<file path="src/override_supervisor_map.svh">
// override supervisor: diagnostic codes and timing constants
// assumes a 20 MHz system clock
`ifndef OVERRIDE_SUPERVISOR_MAP_SVH
`define OVERRIDE_SUPERVISOR_MAP_SVH
`define CLK_HZ 20000000
`define OVR_LIMIT_MAX_S 600
`define OVR_LIMIT_DEFAULT_S 0
`define DIAG_IDLE 16'h0000
`define DIAG_DEMAND 16'h8002
`define DIAG_NOT_POSSIBLE 16'h8012
`define DIAG_POSSIBLE 16'h8022
`define DIAG_OVERRIDE 16'h8832
`define DIAG_RESET_ERR 16'hc011
`define DIAG_TIME_ERR 16'hc410
`define DIAG_RESET_VAL 16'h0000
`endif

</file>
<file path="src/override_pkg.sv">
// override supervisor: shared types
// assumes the map header is compiled alongside
package override_pkg;
  typedef enum logic [2:0] {
    ST_IDLE = 3'b000,
    ST_DEMAND = 3'b001,
    ST_NOT_POSSIBLE = 3'b010,
    ST_POSSIBLE = 3'b011,
    ST_OVERRIDE = 3'b100,
    ST_RESET_ERR = 3'b101,
    ST_TIME_ERR = 3'b110
  } ovr_state_t;
  typedef logic [15:0] diag_t;
endpackage

</file>
<file path="src/ovr_timer_if.sv">
// override supervisor: link between state logic and override timer
// assumes a single clock domain
`timescale 1ns/1ns
interface ovr_timer_if;
  logic run;
  logic clear;
  logic expired;
  modport ctrl (output run, output clear, input expired);
  modport tmr (input run, input clear, output expired);
endinterface

</file>
<file path="src/ovr_timer.sv">
// override supervisor: maximum override duration counter
// assumes run/clear come from the supervisor on the same clock
`timescale 1ns/1ns
`include "override_supervisor_map.svh"
module ovr_timer #(
  parameter longint LIMIT_CYCLES = 64'sh1
) (
  input wire logic clk,
  input wire logic arst_n,
  ovr_timer_if.tmr t
);
  logic [39:0] count;

  // counts while running; held when stopped, cleared on request
  always_ff @(posedge clk or negedge arst_n) begin
    if (!arst_n) begin
      count <= 40'h0;
    end else if (t.clear) begin
      count <= 40'h0;
    end else if (t.run && count < 40'(LIMIT_CYCLES)) begin
      count <= count + 40'h1; // see RL2
    end
  end

  // a zero limit arrives as one cycle and expires one clock after the timer is started
  assign t.expired = t.run && (count >= 40'(LIMIT_CYCLES)); // see RL1
endmodule // ovr_timer

</file>
<file path="src/muting_override_supervisor.sv">
// override supervisor: gates the guard output during manual override
// assumes the muting block is evaluated earlier on the same clock edge
//
// Overview of operation
// RL1: limit is a parameter from zero to ten minutes, default zero.
// RL2: timer starts when override start conditions become present.
// RL3: timer stops once no muting sensor is actuated any more; the code also waits for a clear field.
// RL4: override starts only on a rising command edge, never on a level.
// RL5: command high with conditions met starts override and timer together.
// RL6: command low ends override; timer runs until muting completes.
// RL7: guard low when field broken and not muted, and override inactive.
// RL8: guard high when field clear, muting active, or override active.
// RL9: allowed flag high only while an override could be started.
// RL10: running flag high only while override is in progress.
// RL11: during override stop requests do not affect the guard output.
// RL12: surrounding logic evaluates the muting block before this one.
// RL13: upstream error and code are not copied to our outputs.
// RL14: override needs upstream fault, command edge held, field or sensor.
// RL15: override ends when all clear, time expires, or command drops.
// RL16: error on static acknowledge input and on time expiry.
// RL17: sensors c and d ignored for the two-sensor upstream variant.
// RL18: error sets flag, clears status, shows code; acknowledge edge clears.
// RL19: time expiry gives code c410, guard low and error.
// RL20: inactive block idles with code 0000 and all outputs low.
// RL21: upstream fault with field broken or sensor blocked gives 8022.
// RL22: edges found by comparing with previous cycle sample.
// RL23: diagnostic code is sixteen bits, zero after reset.
`timescale 1ns/1ns
`include "override_supervisor_map.svh"
module muting_override_supervisor #(
  parameter int OVR_TIME_S = `OVR_LIMIT_DEFAULT_S,
  parameter bit TWO_SENSOR = 1'b0,
  // ten minutes of cycles overflow an int, so the limit is a 64-bit longint; the timer count is 40 bits
  parameter longint LIMIT_CYCLES =
    (longint'(OVR_TIME_S) * `CLK_HZ < 64'sh1) ? 64'sh1 :
    longint'(OVR_TIME_S) * `CLK_HZ
) (
  input wire logic clk,
  input wire logic arst_n,
  input wire logic activate,
  input wire logic light_curtain_input,
  input wire logic upstream_guard_state,
  input wire logic upstream_fault,
  input wire logic muting_sensor_a,
  input wire logic muting_sensor_b,
  input wire logic muting_sensor_c,
  input wire logic muting_sensor_d,
  input wire logic override_command,
  input wire logic acknowledge,
  output logic ready,
  output logic guard_output,
  output logic override_allowed_flag,
  output logic override_running_flag,
  output logic protection_request_flag,
  output logic acknowledge_request_flag,
  output logic error,
  output override_pkg::diag_t diagnostic_code
);
  import override_pkg::*;

  ovr_state_t state;
  ovr_state_t next_state;
  logic cmdPrev;
  logic ackPrev;
  logic cmdRise;
  logic ackRise;
  logic anySensor;
  logic fieldOrSensor;
  logic timing;
  ovr_timer_if tif ();

  // error states force the guard low and stop the timer
  function automatic logic isErrorState(input ovr_state_t s);
    return s == ST_RESET_ERR || s == ST_TIME_ERR;
  endfunction

  // limit range checked at elaboration; a bad value stops the build
  if (OVR_TIME_S < 0 || OVR_TIME_S > `OVR_LIMIT_MAX_S) begin : g_range
    $error("override time limit out of range"); // see RL1
  end

  ovr_timer #(.LIMIT_CYCLES(LIMIT_CYCLES)) u_timer (
    .clk(clk),
    .arst_n(arst_n),
    .t(tif.tmr)
  );

  // previous-cycle samples for edge detection; inputs are same-clock logic
  always_ff @(posedge clk or negedge arst_n) begin
    if (!arst_n) begin
      cmdPrev <= 1'b0;
      ackPrev <= 1'b0;
    end else begin
      cmdPrev <= override_command; // see RL22
      ackPrev <= acknowledge;
    end
  end

  assign cmdRise = override_command && !cmdPrev; // see RL4
  assign ackRise = acknowledge && !ackPrev; // see RL22
  // unused sensors float on the two-sensor variant, so mask them
  assign anySensor = muting_sensor_a || muting_sensor_b ||
    (!TWO_SENSOR && (muting_sensor_c || muting_sensor_d)); // see RL17
  assign fieldOrSensor = !light_curtain_input || anySensor;

  // timer runs from override start until sensors and field clear, even past a drop
  // of the command; it is cleared once stopped in any state but override
  always_ff @(posedge clk or negedge arst_n) begin
    if (!arst_n) begin
      timing <= 1'b0;
    end else if (!activate || (!anySensor && light_curtain_input)) begin
      timing <= 1'b0; // see RL3
    end else if (state == ST_POSSIBLE && next_state == ST_OVERRIDE) begin
      timing <= 1'b1; // see RL5
    end else if (isErrorState(state)) begin
      timing <= 1'b0;
    end
  end

  assign tif.run = timing;
  assign tif.clear = !timing && state != ST_OVERRIDE; // see RL6

  // state transitions; upstream error codes are never mirrored
  always_comb begin
    next_state = state;
    if (!activate) begin
      next_state = ST_IDLE; // see RL20
    end else begin
      unique case (state)
        ST_IDLE: begin
          if (acknowledge) begin
            next_state = ST_RESET_ERR; // see RL16
          end else begin
            next_state = ST_DEMAND;
          end
        end
        ST_DEMAND, ST_NOT_POSSIBLE, ST_POSSIBLE: begin
          if (tif.expired) begin
            next_state = ST_TIME_ERR; // see RL19
          end else if (!upstream_fault) begin
            next_state = ST_DEMAND; // see RL13
          end else if (!fieldOrSensor) begin
            next_state = ST_NOT_POSSIBLE;
          end else if (state == ST_POSSIBLE && cmdRise) begin
            next_state = ST_OVERRIDE; // see RL14
          end else begin
            next_state = ST_POSSIBLE; // see RL21
          end
        end
        ST_OVERRIDE: begin
          if (tif.expired) begin
            next_state = ST_TIME_ERR; // see RL15
          end else if (!override_command || !fieldOrSensor) begin
            next_state = ST_DEMAND; // see RL15
          end
        end
        ST_RESET_ERR, ST_TIME_ERR: begin
          if (ackRise) begin
            next_state = ST_DEMAND; // see RL18
          end
        end
        default: next_state = ST_IDLE;
      endcase
    end
  end

  // state register
  always_ff @(posedge clk or negedge arst_n) begin
    if (!arst_n) begin
      state <= ST_IDLE;
    end else begin
      state <= next_state;
    end
  end

  // registered outputs decoded from the next state
  always_ff @(posedge clk or negedge arst_n) begin
    if (!arst_n) begin
      ready <= 1'b0;
      guard_output <= 1'b0;
      override_allowed_flag <= 1'b0;
      override_running_flag <= 1'b0;
      protection_request_flag <= 1'b0;
      acknowledge_request_flag <= 1'b0;
      error <= 1'b0;
      diagnostic_code <= `DIAG_RESET_VAL; // see RL23
    end else begin
      ready <= next_state != ST_IDLE;
      // override bypasses stop requests; otherwise follow muted guard
      guard_output <= (next_state == ST_OVERRIDE) ||
        (activate && next_state != ST_IDLE &&
         !isErrorState(next_state) &&
         upstream_guard_state); // see RL7 see RL8 see RL11
      override_allowed_flag <= next_state == ST_POSSIBLE; // see RL9
      override_running_flag <= next_state == ST_OVERRIDE; // see RL10
      protection_request_flag <= 1'b0;
      acknowledge_request_flag <= next_state == ST_TIME_ERR &&
        !acknowledge;
      error <= isErrorState(next_state); // see RL18
      unique case (next_state)
        ST_IDLE: diagnostic_code <= `DIAG_IDLE;
        ST_DEMAND: diagnostic_code <= `DIAG_DEMAND;
        ST_NOT_POSSIBLE: diagnostic_code <= `DIAG_NOT_POSSIBLE;
        ST_POSSIBLE: diagnostic_code <= `DIAG_POSSIBLE;
        ST_OVERRIDE: diagnostic_code <= `DIAG_OVERRIDE;
        ST_RESET_ERR: diagnostic_code <= `DIAG_RESET_ERR;
        ST_TIME_ERR: diagnostic_code <= `DIAG_TIME_ERR; // see RL19
        default: diagnostic_code <= `DIAG_IDLE;
      endcase
    end
  end
endmodule // muting_override_supervisor

</file>
<file path="config.mk">
export PLATFORM = sky130hd
export DESIGN_NAME = muting_override_supervisor
export DESIGN_NICKNAME = d
export VERILOG_FILES = /design/src/override_pkg.sv /design/src/ovr_timer_if.sv /design/src/ovr_timer.sv /design/src/muting_override_supervisor.sv
export VERILOG_INCLUDE_DIRS = /design/src
export SDC_FILE = /design/constraint.sdc
export NUM_CORES = 1
export LEC_CHECK = 0
export CAP_MARGIN = 10
export CORE_ASPECT_RATIO = 0.7
export CORE_UTILIZATION = 51
export CTS_BUF_LIST = sky130_fd_sc_hd__clkbuf_16
export DETAILED_ROUTE_END_ITERATION = 8
export DONT_BUFFER_PORTS = 1
export GPL_TIMING_DRIVEN = 0
export PLACE_DENSITY = 0.75
export REMOVE_ABC_BUFFERS = 1
export SLEW_MARGIN = 0
export SYNTH_ARGS = -nofsm -noshare
export SYNTH_HDL_FRONTEND = slang
export SYNTH_HIERARCHICAL = 1
export SYNTH_SLANG_ARGS = --single-unit
</file>
<file path="constraint.sdc">
create_clock -name clk -period 2.6 [get_ports clk]
set_input_delay 0.26 -clock clk [delete_from_list [all_inputs] [get_ports clk]]
set_output_delay 0.26 -clock clk [all_outputs]
set_load 0.01 [all_outputs]
</file>
Yosys cells after proc, flatten, opt, wreduce, memory -nomap -nowiden
Index checks and enable logic that the tools add are counted.
- output and inout port bits: 23
- word-level logic and storage cells: 81
- flip-flop bits (word level): 68
- input port bits: 12
- reduce and logical (&&, ||, !) cells: 37
- equal/unequal tests: 13
- muxes and demuxes: 16
- add/sub/neg operators: 1
- order comparisons: 2
- operators with widths (kind ; number):
    $pmux 16 s6 ; 1
    $mux 40 ; 2
    $add 40x1->40 const B ; 1
    $ge 40x1->1 const B ; 1
    $lt 40x1->1 const B ; 1
    $mux 3 ; 9
    $eq 3x3->1 const B ; 6
    $eq 3x2->1 const B ; 4
    $logic_and 1x1->1 ; 12
    $pmux 3 s4 ; 1
    $logic_not 1->1 ; 10
    $logic_or 1x1->1 ; 9
    $eq 3x1->1 const B ; 2
    $reduce_bool 3->1 ; 2
    $logic_not 3->1 ; 1
    $mux 1 ; 3
    $ne 3x3->1 const B ; 1
    $reduce_or 3->1 ; 1
    $reduce_bool 2->1 ; 1
    $reduce_or 2->1 ; 1

Longest topological paths before layout
Gate-level depths: netlist of run 1.
- word-level depth: 15
- gate-level depth with buffers: 11
- gate-level depth less buffers: 11

Cells and area by module
Netlist of run 1, hierarchy kept.
- by module, submodules not included (module ; instances ; cells an instance ; sequential area each (µm²) ; area each (µm²)):
    ovr_timer ; 1 ; 113 ; 1001.0 ; 1497.7
    muting_override_supervisor ; 1 ; 95 ; 475.5 ; 1008.5

Worst setup path before layout of run 1
OpenSTA, ideal clock, no wires.
- kind: register to register
- start point: register u_timer.count[0]
- end point: register timing, in the netlist tif.run
- arrival time: 2.507 ns
- slack: -0.028 ns
- path buffers: 0
- stages on the path, launching flop included: 12
- data required time: 2.480 ns
- clock period less this slack: 2.628 ns
- path through: dfrtp_1 -> inv_1 -> ha_1 -> nor4b_2 -> nand4_1 -> o41a_1 -> or2_2 -> a21o_1 -> a2bb2oi_2 -> nand2b_4 -> nor3b_4 -> a41o_1
- longest elaborated chain between the ends: 9
- elaborated cells between the ends (all ways): 11
- RTL lines (element ; RTL line ; source):
    start, declared ; ovr_timer.sv:12 ; logic [39:0] count;
    start signal, assigned ; ovr_timer.sv:21 ; count <= count + 40'h1;
    $ge 40x1->1 (*) ; ovr_timer.sv:26 ; assign t.expired = t.run && (count >= 40'(LIMIT_CYCLES));
    $logic_and 1x1->1 (*) ; ovr_timer.sv:26 ;
    net tif.expired ; ovr_timer_if.sv:7 ; logic expired;
    $mux 3, on equally long branches ; muting_override_supervisor.sv:151, muting_override_supervisor.sv:138 ;
    $pmux 3 s4 (*) ; muting_override_supervisor.sv:129 ; unique case (state)
    $mux 3 (*) ; muting_override_supervisor.sv:126 ; if (!activate) begin
    $eq 3x3->1 (*) ; muting_override_supervisor.sv:113 ; end else if (state == ST_POSSIBLE && next_state == ST_OVERRIDE) begin
    $logic_and 1x1->1 (*) ; muting_override_supervisor.sv:113 ;
    $mux 1 ; muting_override_supervisor.sv:113 ;
    $mux 1 ; muting_override_supervisor.sv:111 ; end else if (!activate || (!anySensor && light_curtain_input)) begin
    end signal, assigned ; muting_override_supervisor.sv:110 ; timing <= 1'b0;
    end signal, assigned ; muting_override_supervisor.sv:112 ; timing <= 1'b0;
    end signal, assigned ; muting_override_supervisor.sv:114 ; timing <= 1'b1;
    end, declared ; muting_override_supervisor.sv:69 ; logic timing;
The timed path passes the listed nets; every way through them passes the cells marked *.
A chain may end at the register's enable or synchronous reset.

Worst setup path in the final report of run 1
- start point: register u_timer.count[1]
- end point: register timing, in the netlist tif.run
The elaborated chain is that of the path after synthesis.

==> results of run 1 <==
[worst register-to-register path, delay by kind of cell (launching register included)]
| kind | cells | cell delay [ns] |
|---|---|---|
| AO/OA/AOI/OAI | 3 | 1.15 |
| adder cells (fa/ha/maj) | 1 | 0.16 |
| buffers and inverters | 2 | 0.20 |
| flip-flops | 1 | 0.38 |
| AND/OR/NAND/NOR | 4 | 0.65 |
[cell families after synthesis]
family / share of synthesized area, %
AOI/OAI and AO/OA: 6.14
xor gates and xnor gates: 0.699
adders and majority gates: 1.50
buffers and inverters: 5.49
DFF: 58.9
muxes: 1.80
other: 0.150
and+or+nand+nor: 25.3
[metal layers]
metal,wire (µm),track usage (%)
met1,2270,27.3
met2,1880,25.5
met3,190,9.80
met4,56,7.14
met5,0,0
[worst paths after layout]
path / startpoint / to / slack (ns)
worst max-delay path: u_timer/count[1]$_DFFE_PN0P_ / tif.run$_DFFE_PN0P_ / 0.01
worst min-delay path: upstream_guard_state / guard_output$_DFF_PN0_ / 0.08
worst max register to register: u_timer/count[1]$_DFFE_PN0P_ / tif.run$_DFFE_PN0P_ / 0.01
worst min register to register: u_timer/count[37]$_DFFE_PN0P_ / u_timer/count[37]$_DFFE_PN0P_ / 0.50
max in group asynchronous: arst_n / u_timer/count[11]$_DFFE_PN0P_ / 1.89
min in group asynchronous: arst_n / u_timer/count[20]$_DFFE_PN0P_ / 0.46
[where the power goes]
group / switching, µW / leakage (µW) / internal (µW)
clock: 407 / 0.000159 / 835
sequential: 65.6 / 0.000807 / 962
combinational: 177 / 0.000481 / 141
total: 649 / 0.00145 / 1940
[cells in the mapped netlist, drive strengths merged, types with 2 or more instances]
master	instances	area (µm²)
a21oi	3	15.0
nand2	9	33.8
nor3b	3	38.8
or2	2	12.5
ha	3	37.5
mux2i	3	30.0
xor2	2	17.5
nand2b	3	26.3
inv	8	30.0
clkbuf	2	7.51
nand3	7	35.0
nor4b	2	23.8
dfrtp	59	1480
buf	15	100
nor4	9	83.8
nor3	2	10.0
nor2	13	48.8
nor2b	38	240
nand3b	2	15.0
[final cells by class]
class	instances	area, µm²	share of cell area, %
Inverter	8	30.0	0.988
Multi-Input combinational cell	132	987	32.5
Timing Repair Buffer	13	145	4.78
Clock buffer	9	225	7.41
Clock inverter	7	92.6	3.05
Tap cell	66	82.6	2.72
Sequential cell	59	1480	48.6
[timing repair]
action	in CTS	in global routing
buffers inserted	6	2
endpoints found under the hold margin	62	0
setup endpoints to repair	9	8
pin swaps	5	3
resized for setup	3	9
hold buffers	4	0
[stage by stage]
stage               hold WS, ns  power, µW  cells  cell area (µm²)
detailed placement      -0.0344       1290    266             2550
CTS                      0.0736       2590    292             3000
finish                   0.0840       2590    294             3040
global route             0.0686       2700    294             3040
global placement        -0.0341       1260    265             2510
floorplan               -0.0356       1220    199             2430
==> results.toml, run 1 <==
[sta]
slew_headroom_pct = 60.4
rsz0062_at_grt = "yes"
finalCritPeriodShare_pct = 99.6
maxSlewViolCount = 0
finClkSkew_ns = 0.00786
fin_crit_ns = 2.59
layout_setup_ws_ns = 0.0117
fmax_ghz = 0.386
worst_pin_slew_ns = 0.593
hold_viol_final = 0
tns_ns = 0
setup_violations = 0

[placement]
port_buffers = 0
pre_cts_ws_ns = -0.352
dp_hpwl_mm = 2.66
place_congestion = 0.846

[run_status]
status = "complete, no violations"

[global_routing]
grt_pass1_wl_mm = 7.09
gr-total-overflow = 0
antenna_found_initial = 0
grt_pass1_vias = 1388
track_usage_pct = 19.4
grt_max_degree = 60

[synthesis]
synth_cell_types = 53
synth_area_um2 = 2510
syn_area_per_cell_um2 = 12.0
synth_warnings = 6
synthFlopType = "dfrtp_1"
ys_seq_elements = 59
postSynthCellCount = 208
synth-edff-count = 0
synthArstFlopShare_pct = 100
ys_seq_area_share_pct = 58.9

[final_layout]
n_fill_cell = 313
layout_common_cells = "dfrtp_1, nor2b_1, nor2_1"
areaGrowthSynthToFinish_pct = 21.3
final_layout_size_suffix_gt1_share_pct = 21.9
largest_reg_flops = 40
largest-register = "u_timer/count"
reg.largest.list = "u_timer/count: 40 flops, diagnostic_code: 8 flops, state: 3 flops"
n_antenna_cell = 0
nets = 238
final_common_cell = "dfrtp_1"
final_util_pct = 67.1

[clock_tree]
clockBufferDepth = 2
cts-root-buf = "clkbuf_16"
path_clk_slew_ns = 0.06
clk_latency_ns = 0.33
htree_levels = 3
clkSinkCount = 59
cts_buffers = 9
cts_tree = "done"

[floorplanning]
die_w_um = 85.8
io_pins = 35
rows = 20
coreArea_um2 = 4530
die_h_um = 60.7
initial_utilization_pct = 55.3
dieArea_um2 = 5200

[worst_setup_path]
path_depth = 10
crit_arrival_ns = 2.84
slowest_stage = "o41a_1"
critPathLaunchType = "flip-flop"
worstPathRequired_ns = 2.86
path_cells = "inv_2 > buf_4 > ha_1 > nand3b_1 > o41a_1 > nor2_1 > nor4b_1 > a311o_4 > nor3b_4 > a41o_1"
path_delay_family = "compound AO/OA/AOI/OAI gates"
worstSetupPathType = "flip-flop to flip-flop"
critPathMaxFanout = 5
slowest_delay_ns = 0.48
end_kind = "flip-flop"
cp_num_buf_inv = 2
worst_r2r_path_depth = 10

[routing]
finalWirelength_mm = 4.40
num_vias = 1480
first_pass_iters = 4
wl_per_cell_um = 15.0
drc = 0
viasPerCell = 5.03
dr.first_iter.drc_count = 62
antenna_left = 0

[job]
cap_violations = 0

[power]
cellPowerDensity_nw_per_um2 = 851
power_leakage_uw = 0.00145
ir_drop_mv = 0.506

[min_path]
hold_path_class = "primary input to flip-flop"
hold_depth = 1
Note: power is estimated with default switching activity, not from simulation.
==> run 2: changes to the inputs <==
Settings changed: CORE_UTILIZATION 51 to 56, PLACE_DENSITY 0.75 to 0.8.
==> run 2 against run 1 <==
  * The flow now finishes with violations (negative setup slack)
  * Clock skew fell by 0.0019 ns
  * Sequential cell count did not move
  * Die area fell by 8.7%
  * Utilization rose by 6.8 points
  * Routed wire length rose by 16%
  * Combinational power fell by 1%
  * Clock-buffer cell count did not move
  * Setup slack got worse by 0.017 ns
  * Critical endpoint is now diagnostic_code[5]$_DFF_PN0_
==> results.toml, run 2 (synthesis results as in run 1) <==
[clock_tree]
cts_tree = "done"
htree_levels = 3
clockBufferDepth = 2
cts_buffers = 9
cts-root-buf = "clkbuf_16"
path_clk_slew_ns = 0.05
clk_latency_ns = 0.32
clkSinkCount = 59

[power]
share_seq_of_total_power_pct = 40.4
cellPowerDensity_nw_per_um2 = 846
switchingPower_uw = 636
power_leakage_uw = 0.00145
ir_drop_mv = 0.769
clkPwrFrac_pct = 47.4
p_int_uw = 1920
pwr-share-comb_pct = 12.3
p_sw_share_pct = 24.9
power.total_uw = 2560

[min_path]
min_to = "acknowledge_request_flag$_DFF_PN0_"
hold_depth = 1
hold_path_class = "primary input to flip-flop"
hp-start = "acknowledge"

[sta]
worst_pin_slew_ns = 1.01
slew_headroom_pct = 32.3
maxSlewViolCount = 0
hold_viol_final = 0
fmax_ghz = 0.384
setup_violations = 1
finClkSkew_ns = 0.00594
layout_setup_ws_ns = -0.00578
rsz0062_at_grt = "yes"
finalCritPeriodShare_pct = 100
fin_crit_ns = 2.61
tns_ns = -0.00578

[routing]
antenna_left = 0
viasPerCell = 5.61
finalWirelength_mm = 5.09
first_pass_iters = 4
num_vias = 1581
dr.first_iter.drc_count = 93
drc = 0
wl_per_cell_um = 18.0

[placement]
pre_cts_ws_ns = -0.380
place_congestion = 0.959
dpl.cell_count = 251
port_buffers = 0
dp_hpwl_mm = 2.91
placed_area_um2 = 2500

[final_layout]
layout_common_cells = "dfrtp_1, nor2b_1, nor2_1"
final_layout_size_suffix_gt1_share_pct = 21.7
areaGrowthSynthToFinish_pct = 20.5
reg.largest.list = "u_timer/count: 40 flops, diagnostic_code: 8 flops, state: 3 flops"
n_fill_cell = 246
stdcell_area_um2 = 3020
n_antenna_cell = 0
stdcell_count = 282
final_common_cell = "dfrtp_1"
nets = 240
largest_reg_flops = 40
largest-register = "u_timer/count"

[worst_setup_path]
r2r_start = "u_timer/count[29]$_DFFE_PN0P_"
worstPathRequired_ns = 2.80
crit_arrival_ns = 2.81
r2r_setup_slack_ns = -0.006
rr_endpoint = "diagnostic_code[5]$_DFF_PN0_"
worst_r2r_path_depth = 9
path_cells = "nor4_2 > nand3_1 > o41a_1 > or2_4 > a21o_1 > a2bb2oi_4 > nand2b_4 > nor3b_4 > or2_1"
slowest_delay_ns = 0.50
end_kind = "flip-flop"
critPathLaunchType = "flip-flop"
worstSetupPathType = "flip-flop to flip-flop"
slowest_stage = "o41a_1"
critPathMaxFanout = 4

[global_routing]
grt_pass1_wl_mm = 8.39
gr-total-overflow = 0
grt_max_degree = 60
antenna_found_initial = 0
track_usage_pct = 25.1
grt_pass1_vias = 1676

[floorplanning]
initial_utilization_pct = 61.3
dieArea_um2 = 4750
die_w_um = 82.0
die_h_um = 58.0
coreArea_um2 = 4090
rows = 19
io_pins = 35

[job]
cap_violations = 0

[run_status]
violations = "negative setup slack"
status = "complete, but fails checks"
==> run 2: changes by cell type in the layout (fill, tap and decap cells not counted), sizes merged <==
cell,change
buf,+2
==> run 2: layout make-up <==
| class | instances | area [µm²] | area share [%] |
|---|---|---|---|
| clock inverter | 7 | 82.6 | 2.73 |
| tap | 52 | 65.1 | 2.15 |
| clock buffer | 9 | 225 | 7.46 |
| sequential | 59 | 1480 | 48.9 |
| inverter | 8 | 30.0 | 0.994 |
| timing repair buffer | 15 | 140 | 4.64 |
| multi-input combinational | 132 | 1000 | 33.1 |
==> run 2: worst max-delay path: cells and delay by family (launching register included) <==
family | cells | cell delay (ns)
flip-flops | 1 | 0.40
AO/OA/AOI/OAI | 3 | 0.86
AND/OR/NAND/NOR | 6 | 1.23
==> run 2: power groups by stage <==
stage	clock network, µW	registers, µW	logic, µW
after detailed placement	0	1050	232
after floorplan	0	1030	186
final	1210	1030	314
after CTS	1230	1030	299
after global placement	0	1040	212
after global routing	1270	1040	346
==> run 2: timing repair <==
item,4_1_cts,5_1_grt
gates resized for setup,11,2
hold buffers,4,0
endpoints found under the setup margin,13,8
endpoints found under the hold margin,61,0
setup buffers,8,3
cloned,0,0
pin swaps,8,1
==> run 2: worst max path at each step <==
stage	start	cells past startpoint	to
after floorplan	state[1]$_DFF_PN0_	4	u_timer/count[0]$_DFFE_PN0P_
after global placement	state[1]$_DFF_PN0_	4	u_timer/count[0]$_DFFE_PN0P_
after detailed placement	u_timer/count[0]$_DFFE_PN0P_	11	diagnostic_code[5]$_DFF_PN0_
after CTS	u_timer/count[0]$_DFFE_PN0P_	9	tif.run$_DFFE_PN0P_
after global routing	u_timer/count[25]$_DFFE_PN0P_	8	tif.run$_DFFE_PN0P_
final	u_timer/count[29]$_DFFE_PN0P_	9	diagnostic_code[5]$_DFF_PN0_
==> run 2: metrics by stage <==
stage               hold slack (ns)  utilization [%]
global route                 0.0334             73.9
CTS                          0.0341             72.9
global placement            -0.0346             61.0
detailed placement          -0.0348             61.3
floorplan                   -0.0356                -
finish                       0.0405             73.9
==> run 2: routing by layer <==
layer  vias to the layer above  global-route usage (%)  share of wire, %
met2                        63                    38.1                51
met4                         0                    11.0               1.4
met3                        11                    9.13               6.2
li1                        717                       -                 -
met1                       790                    32.3                42
met5                         -                       0                 0
